### src/common/hsq_consts.svh
// constants for the homing sequencer
`ifndef HSQ_CONSTS_SVH
`define HSQ_CONSTS_SVH
`define HSQ_METHOD_10   8'h0A
`define HSQ_METHOD_11   8'h0B
`define HSQ_METHOD_12   8'h0C
`define HSQ_METHOD_13   8'h0D
`define HSQ_METHOD_14   8'h0E
`define HSQ_METHOD_15   8'h0F
`define HSQ_METHOD_16   8'h10
`define HSQ_METHOD_17   8'h11
`define HSQ_SPEED_FIRST 1'b0
`define HSQ_SPEED_SECOND 1'b1
`define HSQ_DIR_POS     1'b1
`define HSQ_DIR_NEG     1'b0
`endif

### src/common/hsq_pkg.sv
// types for the homing sequencer
package hsq_pkg;
   typedef enum logic [3:0] {
      HSQ_IDLE,
      HSQ_SEEK,
      HSQ_ON_SW,
      HSQ_REV_WAIT_ON,
      HSQ_REV_WAIT_OFF,
      HSQ_FINAL_OFF,
      HSQ_FINAL_ON,
      HSQ_WAIT_INDEX,
      HSQ_LIM_RELEASE,
      HSQ_STOPPING,
      HSQ_DONE,
      HSQ_FAULT
   } hsq_state_e;
   typedef logic [7:0] hsq_method_t;
endpackage

### src/core/hsq_homing_seq.sv
// homing sequencer for methods 10 to 14 and 17
`timescale 1ns/10ps
`include "hsq_consts.svh"

module hsq_homing_seq
(
   // clock and reset
   input  wire logic            ref_clk,
   input  wire logic            rst_b,
   // control
   input  wire logic            homing_start,
   input  wire hsq_pkg::hsq_method_t homing_method,
   input  wire logic            motor_stopped,
   // field inputs
   input  wire logic            home_switch,
   input  wire logic            forward_limit_switch,
   input  wire logic            reverse_limit_switch,
   input  wire logic            index_pulse,
   // motion commands and status
   output logic                 move_active,
   output logic                 move_dir_pos,
   output logic                 speed_second,
   output logic                 decel_cmd,
   output logic                 home_attained,
   output logic                 target_reached,
   output logic                 method_invalid
);
   import hsq_pkg::*;

   // ----------------------------------------
   // reset release and input synchronisers
   // ----------------------------------------
   logic [1:0] rst_sync_reg;
   logic       rst_n;
   always_ff @(posedge ref_clk or negedge rst_b)
      if (!rst_b)
         rst_sync_reg <= 2'b00;
      else
         rst_sync_reg <= {rst_sync_reg[0], 1'b1};
   assign rst_n = rst_sync_reg[1];

   // field pins are asynchronous to the clock
   logic [3:0] pin_s1_reg;
   logic [3:0] pin_s2_reg;
   logic [3:0] pin_prev_reg;
   always_ff @(posedge ref_clk or negedge rst_n)
      if (!rst_n)
      begin
         pin_s1_reg   <= 4'h0;
         pin_s2_reg   <= 4'h0;
         pin_prev_reg <= 4'h0;
      end
      else
      begin
         pin_s1_reg   <= {index_pulse, reverse_limit_switch, forward_limit_switch, home_switch};
         pin_s2_reg   <= pin_s1_reg;
         pin_prev_reg <= pin_s2_reg;
      end

   wire hs      = pin_s2_reg[0];
   wire fwd_lim = pin_s2_reg[1];
   wire rev_lim = pin_s2_reg[2];
   wire hs_rise = pin_s2_reg[0] & ~pin_prev_reg[0];
   wire rev_lim_fall = ~pin_s2_reg[2] & pin_prev_reg[2];
   wire idx_rise = pin_s2_reg[3] & ~pin_prev_reg[3];

   wire m10 = (homing_method == `HSQ_METHOD_10);
   wire m11 = (homing_method == `HSQ_METHOD_11);
   wire m12 = (homing_method == `HSQ_METHOD_12);
   wire m13 = (homing_method == `HSQ_METHOD_13);
   wire m14 = (homing_method == `HSQ_METHOD_14);
   wire m17 = (homing_method == `HSQ_METHOD_17);
   // reserved codes and anything outside this block's range get no sequence
   wire method_ok = m10 | m11 | m12 | m13 | m14 | m17;

   // ----------------------------------------
   // sequence state
   // ----------------------------------------
   hsq_state_e  state_reg, state_next;
   hsq_method_t method_reg, method_next;
   logic        dir_reg, dir_next;
   logic        spd_reg, spd_next;
   logic        home_reg, home_next;
   logic        tgt_reg, tgt_next;
   logic        inval_reg, inval_next;

   wire l10 = (method_reg == `HSQ_METHOD_10);
   wire l11 = (method_reg == `HSQ_METHOD_11);
   wire l12 = (method_reg == `HSQ_METHOD_12);
   wire l13 = (method_reg == `HSQ_METHOD_13);
   wire l14 = (method_reg == `HSQ_METHOD_14);

   always_comb
   begin
      state_next  = state_reg;
      method_next = method_reg;
      dir_next    = dir_reg;
      spd_next    = spd_reg;
      home_next   = home_reg;
      tgt_next    = tgt_reg;
      inval_next  = inval_reg;
      case (state_reg)
         HSQ_IDLE, HSQ_DONE, HSQ_FAULT:
         begin
            if (homing_start)
            begin
               method_next = homing_method;
               home_next   = 1'b0;
               tgt_next    = 1'b0;
               inval_next  = 1'b0;
               if (!method_ok)
               begin
                  inval_next = 1'b1;
                  state_next = HSQ_FAULT;
               end
               else if (m17)
               begin
                  dir_next   = `HSQ_DIR_NEG;
                  spd_next   = `HSQ_SPEED_FIRST;
                  state_next = HSQ_SEEK;
               end
               else if (hs && (m10 || m11 || m14))
               begin
                  dir_next   = m14 ? `HSQ_DIR_NEG : `HSQ_DIR_POS;
                  spd_next   = `HSQ_SPEED_SECOND;
                  state_next = HSQ_FINAL_OFF;
               end
               // m12/m13 start on switch, leave it first
               else if (hs && (m12 || m13))
               begin
                  dir_next   = m12 ? `HSQ_DIR_POS : `HSQ_DIR_NEG;
                  spd_next   = `HSQ_SPEED_FIRST;
                  state_next = HSQ_REV_WAIT_OFF;
               end
               else
               begin
                  dir_next   = m10 ? `HSQ_DIR_POS : `HSQ_DIR_NEG;
                  spd_next   = m12 ? `HSQ_SPEED_SECOND : `HSQ_SPEED_FIRST;
                  state_next = HSQ_SEEK;
               end
            end
         end
         HSQ_SEEK:
         begin
            if (method_reg == `HSQ_METHOD_17)
            begin
               if (rev_lim)
               begin
                  dir_next   = `HSQ_DIR_POS;
                  spd_next   = `HSQ_SPEED_SECOND;
                  state_next = HSQ_LIM_RELEASE;
               end
            end
            else if (l10 && fwd_lim)
            begin
               dir_next   = `HSQ_DIR_NEG;
               state_next = HSQ_REV_WAIT_ON;
            end
            else if (!l10 && rev_lim)
            begin
               dir_next   = `HSQ_DIR_POS;
               spd_next   = l13 ? `HSQ_SPEED_SECOND : `HSQ_SPEED_FIRST;
               state_next = l13 ? HSQ_FINAL_ON : HSQ_REV_WAIT_ON;
            end
            else if (hs)
            begin
               if (l10 || l11 || l14)
               begin
                  dir_next   = l11 ? `HSQ_DIR_POS : dir_reg;
                  spd_next   = `HSQ_SPEED_SECOND;
                  state_next = HSQ_FINAL_OFF;
               end
               else if (l12)
                  state_next = HSQ_WAIT_INDEX;
               else
                  state_next = HSQ_REV_WAIT_OFF;
            end
         end
         HSQ_REV_WAIT_ON:
         begin
            if (hs_rise && (l10 || l11 || l14))
            begin
               dir_next   = l14 ? `HSQ_DIR_NEG : `HSQ_DIR_POS;
               spd_next   = `HSQ_SPEED_SECOND;
               state_next = HSQ_FINAL_OFF;
            end
            else if (hs_rise)
               state_next = HSQ_REV_WAIT_OFF;
         end
         HSQ_REV_WAIT_OFF:
         begin
            if (!hs)
            begin
               dir_next   = l12 ? `HSQ_DIR_NEG : `HSQ_DIR_POS;
               spd_next   = `HSQ_SPEED_SECOND;
               state_next = HSQ_FINAL_ON;
            end
         end
         HSQ_FINAL_OFF:
            if (!hs)
               state_next = HSQ_WAIT_INDEX;
         HSQ_FINAL_ON:
            if (hs)
               state_next = HSQ_WAIT_INDEX;
         HSQ_WAIT_INDEX:
         begin
            if (idx_rise)
            begin
               home_next  = 1'b1;
               state_next = HSQ_STOPPING;
            end
         end
         HSQ_LIM_RELEASE:
         begin
            if (rev_lim_fall)
            begin
               home_next  = 1'b1;
               state_next = HSQ_STOPPING;
            end
         end
         HSQ_STOPPING:
         begin
            if (motor_stopped)
            begin
               tgt_next   = 1'b1;
               state_next = HSQ_DONE;
            end
         end
         default:
            state_next = HSQ_IDLE;
      endcase
   end

   always_ff @(posedge ref_clk or negedge rst_n)
      if (!rst_n)
      begin
         state_reg  <= HSQ_IDLE;
         method_reg <= `HSQ_METHOD_10;
         dir_reg    <= `HSQ_DIR_POS;
         spd_reg    <= `HSQ_SPEED_FIRST;
         home_reg   <= 1'b0;
         tgt_reg    <= 1'b0;
         inval_reg  <= 1'b0;
      end
      else
      begin
         state_reg  <= state_next;
         method_reg <= method_next;
         dir_reg    <= dir_next;
         spd_reg    <= spd_next;
         home_reg   <= home_next;
         tgt_reg    <= tgt_next;
         inval_reg  <= inval_next;
      end

   // ----------------------------------------
   // registered outputs
   // ----------------------------------------
   wire moving = (state_reg != HSQ_IDLE) && (state_reg != HSQ_DONE)
               && (state_reg != HSQ_FAULT) && (state_reg != HSQ_STOPPING);
   always_ff @(posedge ref_clk or negedge rst_n)
      if (!rst_n)
      begin
         move_active    <= 1'b0;
         move_dir_pos   <= `HSQ_DIR_POS;
         speed_second   <= `HSQ_SPEED_FIRST;
         decel_cmd      <= 1'b0;
         home_attained  <= 1'b0;
         target_reached <= 1'b0;
         method_invalid <= 1'b0;
      end
      else
      begin
         move_active    <= moving;
         move_dir_pos   <= dir_reg;
         speed_second   <= spd_reg;
         decel_cmd      <= (state_reg == HSQ_STOPPING);
         home_attained  <= home_reg;
         target_reached <= tgt_reg;
         method_invalid <= inval_reg;
      end

   // ----------------------------------------
   // checks
   // ----------------------------------------
   property p_home_decel;
      @(posedge ref_clk) disable iff (!rst_n)
      (state_reg == HSQ_WAIT_INDEX && idx_rise) |-> ##2 (home_attained && decel_cmd);
   endproperty
   a_home_decel: assert property (p_home_decel) else $error("home not flagged");
   property p_tgt_stop;
      @(posedge ref_clk) disable iff (!rst_n)
      $rose(tgt_reg) |-> $past(motor_stopped);
   endproperty
   a_tgt_stop: assert property (p_tgt_stop) else $error("target before stop");
   property p_reserved;
      @(posedge ref_clk) disable iff (!rst_n)
      (state_reg inside {HSQ_IDLE, HSQ_DONE, HSQ_FAULT} && homing_start && !method_ok)
         |-> ##1 state_reg == HSQ_FAULT;
   endproperty
   a_reserved: assert property (p_reserved) else $error("reserved method ran");
   property p_m10_start;
      @(posedge ref_clk) disable iff (!rst_n)
      (state_reg inside {HSQ_IDLE, HSQ_DONE, HSQ_FAULT} && homing_start && m10 && !hs)
         |-> ##1 (dir_reg == `HSQ_DIR_POS && spd_reg == `HSQ_SPEED_FIRST);
   endproperty
   a_m10_start: assert property (p_m10_start) else $error("m10 start wrong");
   property p_m12_start;
      @(posedge ref_clk) disable iff (!rst_n)
      (state_reg inside {HSQ_IDLE, HSQ_DONE, HSQ_FAULT} && homing_start && m12 && !hs)
         |-> ##1 (dir_reg == `HSQ_DIR_NEG && spd_reg == `HSQ_SPEED_SECOND);
   endproperty
   a_m12_start: assert property (p_m12_start) else $error("m12 start wrong");
   property p_index_gate;
      @(posedge ref_clk) disable iff (!rst_n)
      $rose(home_reg) |-> $past(state_reg) inside {HSQ_WAIT_INDEX, HSQ_LIM_RELEASE};
   endproperty
   a_index_gate: assert property (p_index_gate) else $error("early home");
   property p_m17_release;
      @(posedge ref_clk) disable iff (!rst_n)
      (state_reg == HSQ_LIM_RELEASE) |-> (dir_reg == `HSQ_DIR_POS && spd_reg);
   endproperty
   a_m17_release: assert property (p_m17_release) else $error("m17 backoff wrong");
   property p_m10_fwd_lim;
      @(posedge ref_clk) disable iff (!rst_n)
      (state_reg == HSQ_SEEK && l10 && fwd_lim) |-> ##1 (dir_reg == `HSQ_DIR_NEG);
   endproperty
   a_m10_fwd_lim: assert property (p_m10_fwd_lim) else $error("m10 no reverse");

endmodule // hsq_homing_seq

### config.mk
export PLATFORM = sky130hd
export DESIGN_NAME = hsq_homing_seq
export DESIGN_NICKNAME = d
export VERILOG_FILES = /design/src/common/hsq_pkg.sv /design/src/core/hsq_homing_seq.sv
export VERILOG_INCLUDE_DIRS = /design/src /design/src/common
export SDC_FILE = /design/constraint.sdc
export NUM_CORES = 1
export LEC_CHECK = 0
export BUFFER_PORTS_ARGS = -buffer_cell sky130_fd_sc_hd__buf_2
export CORE_ASPECT_RATIO = 0.75
export CORE_MARGIN = 2
export CORE_UTILIZATION = 60
export CTS_BUF_LIST = sky130_fd_sc_hd__clkbuf_8
export DETAILED_ROUTE_END_ITERATION = 6
export HOLD_SLACK_MARGIN = 0.06
export PLACE_DENSITY = 0.85
export SLEW_MARGIN = 20
export SYNTH_ARGS = -nofsm -noshare
export SYNTH_HDL_FRONTEND = slang
export SYNTH_SLANG_ARGS = --single-unit
### constraint.sdc
create_clock -name ref_clk -period 1.35 [get_ports ref_clk]
set_input_delay 0.405 -clock ref_clk [delete_from_list [all_inputs] [get_ports ref_clk]]
set_output_delay 0.405 -clock ref_clk [all_outputs]
set_load 0.005 [all_outputs]
==> impl_results.md, run 1 <==
* H-tree depth at 2
* Syn Nets at 221
* Kind of the worst endpoint: register input
* I/O Buffers at 22
* Cts bufs inserted at 5
* CTS max path bufs at 2
* Die width at 70.2 µm
* CTS Root Cell: clkbuf_8
* First Error: [ERROR DPL-0038] Utilization greater than 100%, impossible to legalize
* Main area contributors after synthesis: dfrtp_1 42%, a21oi_1 5.6%, dfstp_2 5.3%, mux2_2 4.6%, o21ai_0 3.8%
* Post-synth EDFFs at 0
* Commonest cells in the netlist: 33 x dfrtp_1, 22 x a21oi_1, 15 x nand2_1, 15 x o21ai_0, 13 x nor2_1
* Failed at: global routing (5_1_grt)
* Dpl hpwl at 4.17 mm
* Synthesized area at 1970 µm²
* Sequential element share of the synthesized area at 47.2%
* Maximum number of pins on one net before global-route repair at 36
* Yosys top cell area share at 41.9%
* Initial core utilization at 64.8%
* Post-synth cell types at 52
* # IOs at 23
* GR repair worst EP: dir_reg$_DFFE_PN1P_/D
* Primary FF master, synth: dfrtp_1
* #FFs+latches synth at 37
* Post-synthesis cell count at 205
* Die height at 53.6 µm
* Clk sinks at 37
* Gpl congestion at 0.929
* Site row count at 17
* Count leader, synth: dfrtp_1
* Yosys top cell by area: dfrtp_1
* Synth async-reset ratio at 100%
* Yosys warns at 0
* Placed Cells at 315
* Mean area per synthesized cell at 9.62 µm²
* Status: stopped before the end
[kinds of logic after synthesis]
family                 count (synthesis)  share of synthesized area, %
buffers and inverters                 18                          4.95
other                                  1                         0.190
DFF                                   37                          47.2
muxes                                  8                          4.57
AOI/OAI and AO/OA                     66                          21.1
and+or+nand+nor                       75                          22.0
[what timing repair did]
item / CTS
gates cloned: 0
endpoints found under the setup margin: 19
hold buffers: 1
resized for setup: 47
setup buffers: 8
hold endpoints to repair: 2
pin swaps: 6
[per-stage QoR]
stage	TNS (ns)	worst slack, ns	instance area, µm²	hold slack [ns]	utilization (%)
2_1_floorplan	-5.24	-0.706	2030	0.109	-
3_3_place_gp	-7.72	-0.864	2560	0.189	84.3
3_5_place_dp	-8.51	-0.921	2560	0.195	84.3
4_1_cts	-5.35	-0.746	2940	0.201	96.6
==> inputs of run 2 (changes only) <==
CORE_ASPECT_RATIO = default   (was 0.75)
CORE_UTILIZATION = 40   (was 60)
CTS_BUF_LIST = default   (was sky130_fd_sc_hd__clkbuf_8)
HOLD_SLACK_MARGIN = default   (was 0.06)
PLACE_DENSITY = default   (was 0.85)
PLACE_DENSITY_LB_ADDON = 0.15   (was default)
==> run 2 against run 1 <==
Net effect:
- the flow now finishes, with violations (negative setup slack)
- synthesized area stayed put
- synthesized cell count stayed put
==> impl_results.md, run 2 <==
* Status: finished with violations (was stopped before the end)
* Violations in the final reports: negative setup slack
* Worst Setup Start Kind: flip-flop
* Max reg flops at 8
* # IOs at 23 (unchanged)
* Final Hold Vio Count at 0
* GRT overflow at 0
* Worst clock skew at 0.0109 ns
* Max incr delay on CP at 0.47 ns
* Die ar. at 5510 µm²
* DRC errors left at 0
* CTS tree: done
* Crit path time final at 2.07 ns
* First-pass GRT wire length at 9.25 mm
* Clk sinks at 37 (unchanged)
* CP top delay family: simple AND/OR/NAND/NOR gates
* Crit-path slowest cell: or4_4
* Final worst setup slack at -0.717 ns
* Initial antenna violation count at 0
* Post-synth EDFFs at 0 (unchanged)
* Layout cells sized above 1 at 55.7%
* Die height at 74.2 µm (was 53.6 µm)
* Dpl hpwl at 3.90 mm (was 4.17 mm)
* CP arrival at 2.25 ns
* CORE AREA at 4720 µm²
* Crit path buf inv count at 0
* Site row count at 25 (was 17)
* #FFs+latches synth at 37 (unchanged)
* Most common cell after layout, fill and taps aside: buf_4
* Initial drt markers at 172
* CTS Root Cell: clkbuf_8 (unchanged)
* Synthesized area at 1970 µm² (unchanged)
* Total iterations of the first detailed-routing run at 4
* H-tree depth at 2 (unchanged)
* Antenna diodes at 0
* Final core occ at 67.8%
* Leakage at 1.41 nW
* Gpl congestion at 0.910 (was 0.929)
* Maximum number of pins on one net before global-route repair at 36
* Die width at 74.2 µm (was 70.2 µm)
* Setup repair after global routing missed its margin: yes
* PD cells at 2250 nW/µm²
* Yosys top cell area share at 41.9% (unchanged)
* Clock latency on the worst-skew pair at 0.30 ns
* CTS max path bufs at 2 (unchanged)
* # nets final at 322
* Max Slew Vio Count at 0
* CP Cell Sequence: or3_4 > or4_4 > or3_4 > o31ai_4 > nor4b_4 > a21oi_1 > a21oi_1
* CTS clk-pin slew, worst paths at 0.08 ns
* Initial core utilization at 41.7% (was 64.8%)
* Vias post-DR at 2024
* Syn Nets at 221 (unchanged)
* Primary FF master, synth: dfrtp_1 (unchanged)
* Setup TNS at -5.56 ns
* Placed Cells at 352 (was 315)
* GRT Total Usage at 22.6%
* Yosys warns at 0 (unchanged)
* Main area contributors after synthesis: dfrtp_1 42%, a21oi_1 5.6%, dfstp_2 5.3%, mux2_2 4.6%, o21ai_0 3.8% (unchanged)
* Synth-to-Final Area Change at 62.5%
* Routed vias/inst at 5.41
* Antenna Nets Post-Route at 0
* Worst EP required at 1.53 ns
* Crit. End Element: flip-flop
* Count leader, synth: dfrtp_1 (unchanged)
* Commonest cells in the netlist: 33 x dfrtp_1, 22 x a21oi_1, 15 x nand2_1, 15 x o21ai_0, 13 x nor2_1 (unchanged)
* Post-synthesis cell count at 205 (unchanged)
* Final Non-Filler Cells at 374
* Peak Freq at 484 MHz
* Post-synth cell types at 52 (unchanged)
* Largest fanout on the critical path at 4
* Vias in the first global route at 1901
* Max IR drop VDD at 1.14 mV
* Cts bufs inserted at 5 (unchanged)
* Synth async-reset ratio at 100% (unchanged)
* Mean area per synthesized cell at 9.62 µm² (unchanged)
* Most frequent cells in the layout: 66 x buf_4, 32 x dfrtp_1, 19 x buf_2, 18 x a21oi_1, 14 x buf_6
* Yosys top cell by area: dfrtp_1 (unchanged)
* Hold Path Class: primary input to flip-flop
* Sequential element share of the synthesized area at 47.2% (unchanged)
* I/O Buffers at 22 (unchanged)
* Crit Path Category: flip-flop to flip-flop
* Tcrit/Tclk final at 153%
* Setup violations, final at 16
* WL final at 5.90 mm
* Design Power at 0.00722 W
* Routed WL per cell at 15.8 µm
* Max-cap violations at 0
[run 2: logic make-up (layout without fill, tap and decap cells)]
group	Yosys count	after routing	share of synthesized area, %
compound gates	66	66	21.1
buf+inv	18	119	4.95
flops	37	37	47.2
mux	8	8	4.57
other cells	1	1	0.190
simple gates	75	76	22.0
[run 2: power breakdown]
| group | switching, W | internal, W |
|---|---|---|
| clock | 0.000457 | 0.000373 |
| sequential | 0.000270 | 0.00153 |
| combinational | 0.00210 | 0.00249 |
| total | 0.00283 | 0.00439 |
[run 2: per-layer routing]
layer / track usage [%] / wire (µm)
met4: 12.1 / 151
met3: 5.15 / 240
met5: 0 / 0
met1: 29.7 / 2580
met2: 34.9 / 2930
[run 2: worst paths after layout]
kind	cells past startpoint	to	start	slack, ns
worst max-delay path	7	spd_reg	method_reg[5]	-0.72
worst min-delay path	1	pin_s1_reg[3]	index_pulse	0.20
worst max register to register	7	spd_reg	method_reg[5]	-0.72
worst min register to register	1	pin_s2_reg[3]	rst_sync_reg[1]	0.23
max in group asynchronous	2	rst_sync_reg[0]	rst_b	0.84
min in group asynchronous	1	pin_s2_reg[3]	rst_sync_reg[1]	0.23
[run 2: final cells by class]
type                       count  area (µm²)
clock buffer                   5        68.8
clock inverter                 3        25.0
fill                         340        1520
inverter                       8        35.0
multi-input combinational    151        1250
sequential                    37         932
tap                           67        83.8
timing repair buffer         103         813
[run 2: metrics by stage]
step                      setup slack, ns  hold slack (ns)  cell area, µm²
after floorplan                    -0.706            0.109            2030
after global placement             -0.869            0.189            2670
after detailed placement           -0.940            0.194            2670
after CTS                          -0.712            0.194            2980
after global routing               -0.801            0.186            3200
final                              -0.717            0.204            3200
[run 2: what timing repair did]
action,4_1_cts,5_1_grt
hold buffers,1,0
endpoints found under the hold margin,2,0
cloned,1,0
pin swaps,9,13
gates resized for setup,34,39
endpoints found under the setup margin,18,19
setup buffers,6,9
Note: power is estimated with default switching activity, not from simulation.
==> inputs of run 3 (changes only) <==
SETUP_SLACK_MARGIN = 0.05   (was default)
==> run 3 against run 2 <==
Net effect:
- the run still ends with negative setup slack left
- hold slack better by 0.0049 ns
- worst setup slack worse by 0.019 ns
- non-clock buffer count down 8
- flip-flop and latch count unchanged
- combinational power down 3%
- final cell count down 2.1%
- sequential power about the same
- count of clock-buffer cells in the layout unchanged
- total power down 2.0%
- via count down 4.8%
- critical endpoint unchanged
- largest power group unchanged
==> impl_results.md, run 3 (synthesized netlist as in run 2, its figures left out) <==
* Status: finished with violations (unchanged)
* Violations in the final reports: negative setup slack (unchanged)
* Setup TNS at -4.95 ns (was -5.56 ns)
* I/O Buffers at 22 (unchanged)
* Total iterations of the first detailed-routing run at 4 (unchanged)
* Worst Setup Start Kind: flip-flop (unchanged)
* Clk sinks at 37 (unchanged)
* Most frequent cells in the layout: 59 x buf_4, 31 x dfrtp_1, 20 x buf_2, 17 x a21oi_1, 14 x buf_6 (was 66 x buf_4, 32 x dfrtp_1, 19 x buf_2, 18 x a21oi_1, 14 x buf_6)
* Layout cells sized above 1 at 56.5% (was 55.7%)
* Maximum number of pins on one net before global-route repair at 36 (unchanged)
* H-tree depth at 2 (unchanged)
* Antenna diodes at 0 (unchanged)
* Routed vias/inst at 5.27 (was 5.41)
* # IOs at 23 (unchanged)
* WL final at 5.57 mm (was 5.90 mm)
* Final worst setup slack at -0.736 ns (was -0.717 ns)
* Crit. End Element: flip-flop (unchanged)
* Die height at 74.2 µm (unchanged)
* CTS max path bufs at 2 (unchanged)
* Placed Cells at 343 (was 352)
* Die ar. at 5510 µm² (unchanged)
* Max reg flops at 8 (unchanged)
* Crit Path Category: flip-flop to flip-flop (unchanged)
* Clock latency on the worst-skew pair at 0.30 ns (about the same)
* CP arrival at 2.25 ns (about the same)
* Largest fanout on the critical path at 4 (unchanged)
* Peak Freq at 479 MHz (was 484 MHz)
* Die width at 74.2 µm (unchanged)
* Vias post-DR at 1927 (was 2024)
* Setup violations, final at 16 (unchanged)
* Gpl congestion at 0.945 (was 0.910)
* Tcrit/Tclk final at 155% (was 153%)
* DRC errors left at 0 (unchanged)
* Final Hold Vio Count at 0 (unchanged)
* CORE AREA at 4720 µm² (unchanged)
* CTS clk-pin slew, worst paths at 0.08 ns (about the same)
* GRT Total Usage at 21.5% (was 22.6%)
* Crit path time final at 2.09 ns (was 2.07 ns)
* Initial core utilization at 41.7% (unchanged)
* Vias in the first global route at 1831 (was 1901)
* M2 GR Usage at 33.2% (was 34.9%)
* Grt peak-use layer: met2 (unchanged)
* Fillers at 360 (was 340)
* Routed WL per cell at 15.2 µm (was 15.8 µm)
* Initial drt markers at 154 (was 172)
* GRT overflow at 0 (unchanged)
* Max IR drop VDD at 1.14 mV (about the same)
* Hold Path Class: primary input to flip-flop (unchanged)
* Initial antenna violation count at 0 (unchanged)
* Worst EP required at 1.52 ns (was 1.53 ns)
* Met3 usage at 4.47% (was 5.15%)
* Final Non-Filler Cells at 366 (was 374)
* Setup repair after global routing missed its margin: yes (unchanged)
* Dpl hpwl at 3.74 mm (was 3.90 mm)
* CTS Root Cell: clkbuf_8 (unchanged)
* Worst clock skew at 0.0144 ns (was 0.0109 ns)
* Synth-to-Final Area Change at 58.5% (was 62.5%)
* # nets final at 314 (was 322)
* Final Hold Slack at 0.209 ns (was 0.204 ns)
* Met1 Resource Use GR at 29.1% (was 29.7%)
* Max-cap violations at 0 (unchanged)
* Dpl ws at -0.889 ns (was -0.940 ns)
* Crit-path slowest cell: or4_4 (unchanged)
* Most common cell after layout, fill and taps aside: buf_4 (unchanged)
* First-pass GRT wire length at 8.83 mm (was 9.25 mm)
* CP Cell Sequence: or3_4 > or4_4 > or3_4 > o31ai_4 > nor4b_4 > a21oi_1 > a21oi_1 (unchanged)
* Max incr delay on CP at 0.48 ns (was 0.47 ns)
* Site row count at 25 (unchanged)
* Antenna Nets Post-Route at 0 (unchanged)
* Cts bufs inserted at 5 (unchanged)
* Leakage at 1.37 nW (was 1.41 nW)
* Max Slew Vio Count at 0 (unchanged)
* CTS tree: done (unchanged)
* PD cells at 2270 nW/µm² (was 2250 nW/µm²)
[run 3: area by class of cell]
type | instances | area [µm²] | share of cell area (%)
sequential | 37 | 933 | 29.9
multi-input combinational | 151 | 1260 | 40.3
clock inverter | 3 | 21.3 | 0.681
clock buffer | 5 | 68.8 | 2.20
tap | 67 | 83.8 | 2.68
inverter | 8 | 32.5 | 1.04
timing repair buffer | 95 | 726 | 23.2
[run 3: worst max-delay path, delay by kind of cell, from the launching register on]
kind	cells	cell delay (ns)
compound gates	3	0.26
flops	1	0.38
simple gates	4	1.31
[run 3: path summary, 6_finish.rpt]
kind,start,to,slack [ns],cells after the start
hold / removal,forward_limit_switch,pin_s1_reg[1],0.21,1
setup reg to reg,method_reg[5],spd_reg,-0.74,7
min in group asynchronous,rst_sync_reg[1],home_reg,0.26,1
max in group asynchronous,rst_sync_reg[1],move_dir_pos,0.72,1
setup / recovery,method_reg[5],spd_reg,-0.74,7
hold reg to reg,rst_sync_reg[1],home_reg,0.26,1
[run 3: metrics by stage]
step	utilization, %	instance area [µm²]	total power, W
final	66.2	3130	0.00708
after global routing	66.2	3130	0.00755
after CTS	61.5	2900	0.00641
after detailed placement	54.9	2590	0.00505
after global placement	54.9	2590	0.00503
after floorplan	-	2030	0.00374
[run 3: routing by layer]
metal  share of wire (%)  vias up
li1                    -      946
met3                 3.5       14
met5                   0        -
met1                  45      922
met2                  49       45
met4                 2.9        0
[run 3: where the power goes]
| group | switching, W | internal (W) | leakage [nW] | total (W) |
|---|---|---|---|---|
| Sequential | 0.000298 | 0.00154 | 0.432 | 0.00183 |
| Combinational | 0.00201 | 0.00242 | 0.889 | 0.00443 |
| Clock | 0.000447 | 0.000366 | 0.0445 | 0.000813 |
[run 3: repair_timing]
item | 4_1_cts | 5_1_grt
setup buffers | 8 | 7
hold endpoints to repair | 2 | 0
hold buffers | 1 | 0
gates cloned | 1 | 0
setup endpoints to repair | 20 | 20
resized for setup | 38 | 38
pin swaps | 17 | 9
==> inputs of run 4 (changes only) <==
CELL_PAD_IN_SITES_DETAIL_PLACEMENT = 0   (was default)
CELL_PAD_IN_SITES_GLOBAL_PLACEMENT = 1   (was default)
==> run 4 against run 3 <==
Net effect:
- the run still ends with negative setup slack left
- fmax shrank 1.1%
- first-iteration DRC count shrank 41%
- final area shrank 5.4%
- sequential share of layout area grew 1.7 points
- die area did not move
- flip-flop and latch count did not move
- worst setup slack got worse by 0.024 ns
- sequential power about the same
- clock skew down 0.0059 ns
- register-to-register slack got worse by 0.02 ns
- combinational power shrank 9.7%
- total power down 3.8%
- critical path type unchanged
- largest power group unchanged
==> impl_results.md, run 4 (synthesized netlist as in run 2, its figures left out) <==
* Crit path time final at 2.11 ns (was 2.09 ns)
* Max Slew Vio Count at 0 (unchanged)
* CP arrival at 2.32 ns (was 2.25 ns)
* Most common cell after layout, fill and taps aside: buf_4 (unchanged)
* Max IR drop VDD at 1.18 mV (was 1.14 mV)
* Setup violations, final at 16 (unchanged)
* Worst clock skew at 0.00850 ns (was 0.0144 ns)
* Status: finished with violations (unchanged)
* Antenna diodes at 0 (unchanged)
* Initial core utilization at 41.7% (unchanged)
* Largest fanout on the critical path at 4 (unchanged)
* Crit. End Element: flip-flop (unchanged)
* Die height at 74.2 µm (unchanged)
* GRT Total Usage at 23.2% (was 21.5%)
* Max-cap violations at 0 (unchanged)
* Vias post-DR at 1945 (was 1927)
* Hold Path Class: flip-flop to asynchronous set/reset pin (was primary input to flip-flop)
* Maximum number of pins on one net before global-route repair at 23 (was 36)
* Routed WL per cell at 16.0 µm (was 15.2 µm)
* Design Power at 0.00681 W (was 0.00708 W)
* Dpl hpwl at 4.23 mm (was 3.74 mm)
* GRT overflow at 0 (unchanged)
* CTS clk-pin slew, worst paths at 0.08 ns (about the same)
* Clk sinks at 37 (unchanged)
* Worst EP required at 1.56 ns (was 1.52 ns)
* Setup repair after global routing missed its margin: yes (unchanged)
* DRC errors left at 0 (unchanged)
* Vias in the first global route at 1931 (was 1831)
* WL final at 5.78 mm (was 5.57 mm)
* Initial drt markers at 91 (was 154)
* Routed vias/inst at 5.37 (was 5.27)
* Leakage at 1.31 nW (was 1.37 nW)
* CTS Root Cell: clkbuf_8 (unchanged)
* Most frequent cells in the layout: 59 x buf_4, 31 x dfrtp_1, 22 x buf_2, 17 x a21oi_1, 13 x nand2_1 (was 59 x buf_4, 31 x dfrtp_1, 20 x buf_2, 17 x a21oi_1, 14 x buf_6)
* # nets final at 310 (was 314)
* Final Non-Filler Cells at 362 (was 366)
* Site row count at 25 (unchanged)
* PD cells at 2300 nW/µm² (was 2270 nW/µm²)
* Fillers at 411 (was 360)
* Antenna Nets Post-Route at 0 (unchanged)
* # IOs at 23 (unchanged)
* Die ar. at 5510 µm² (unchanged)
* CTS max path bufs at 2 (unchanged)
* Max reg flops at 8 (unchanged)
* Final worst setup slack at -0.760 ns (was -0.736 ns)
* Synth-to-Final Area Change at 50.0% (was 58.5%)
* Placed Cells at 344 (was 343)
* Tcrit/Tclk final at 156% (was 155%)
* Crit Path Category: flip-flop to flip-flop (unchanged)
* First-pass GRT wire length at 9.54 mm (was 8.83 mm)
* Die width at 74.2 µm (unchanged)
* Gpl congestion at 0.816 (was 0.945)
* I/O Buffers at 22 (unchanged)
* Final Hold Vio Count at 0 (unchanged)
* Layout cells sized above 1 at 49.5% (was 56.5%)
* Worst Setup Start Kind: flip-flop (unchanged)
* Clock latency on the worst-skew pair at 0.29 ns (was 0.30 ns)
* Total iterations of the first detailed-routing run at 4 (unchanged)
* Setup TNS at -6.29 ns (was -4.95 ns)
* Peak Freq at 474 MHz (was 479 MHz)
* Violations in the final reports: negative setup slack (unchanged)
* Initial antenna violation count at 0 (unchanged)
* CORE AREA at 4720 µm² (unchanged)
* CTS tree: done (unchanged)
* Cts bufs inserted at 5 (unchanged)
* H-tree depth at 2 (unchanged)
-- run 4: final cells by class --
class,count,area [µm²],area share [%]
inverters,8,30.0,1.02
clock inverters,2,38.8,1.31
multi-input cells,150,1120,37.9
well taps,67,83.8,2.83
flip-flops and latches,37,933,31.6
clock buffers,6,72.6,2.45
repair buffers,92,679,23.0
-- run 4: layer usage --
layer / track usage (%) / wire [µm] / share of wire (%) / vias to the layer above
met4: 7.74 / 105 / 1.8 / 0
li1: - / - / - / 933
met2: 39.5 / 2940 / 51 / 56
met5: 0 / 0 / 0 / -
met1: 30.0 / 2480 / 43 / 945
met3: 4.07 / 256 / 4.4 / 11
-- run 4: final timing paths --
check,from,to,slack (ns),cells after the start
worst min register to register,rst_sync_reg[1],pin_prev_reg[0],0.20,1
worst max-delay path,method_reg[5],dir_reg,-0.76,7
worst max register to register,method_reg[5],dir_reg,-0.76,7
worst min-delay path,rst_sync_reg[1],pin_prev_reg[0],0.20,1
max in group asynchronous,rst_sync_reg[1],move_dir_pos,0.81,1
min in group ref_clk,index_pulse,pin_s1_reg[3],0.22,1
-- run 4: timing repair --
action                                 4_1_cts  5_1_grt
endpoints found under the hold margin        2        0
pin swaps                                   10        4
setup endpoints to repair                   18       19
gates resized for setup                     28       18
hold buffers                                 1        0
setup buffers                                6        5
-- run 4: worst max-delay path: stages (launching register included) --
cell	delay, ns
dfrtp_1	0.39
or3_4	0.40
or4_4	0.47
or3_4	0.36
o31ai_4	0.07
nor4b_4	0.09
a21oi_1	0.18
a31oi_1	0.06
-- run 4: power breakdown --
part | switching, W | total (W) | internal (W)
clock | 0.000421 | 0.000976 | 0.000555
sequential | 0.000298 | 0.00183 | 0.00154
combinational | 0.00184 | 0.00400 | 0.00216
-- run 4: through the flow --
stage               util [%]  worst slack (ns)  hold slack (ns)  instance area [µm²]
finish                  62.6            -0.760            0.199                 2960
global route            62.6            -0.827            0.204                 2960
CTS                     60.9            -0.776            0.201                 2880
detailed placement      55.1            -0.953            0.191                 2600
global placement        55.1            -0.872            0.188                 2600
floorplan                  -            -0.706            0.109                 2030
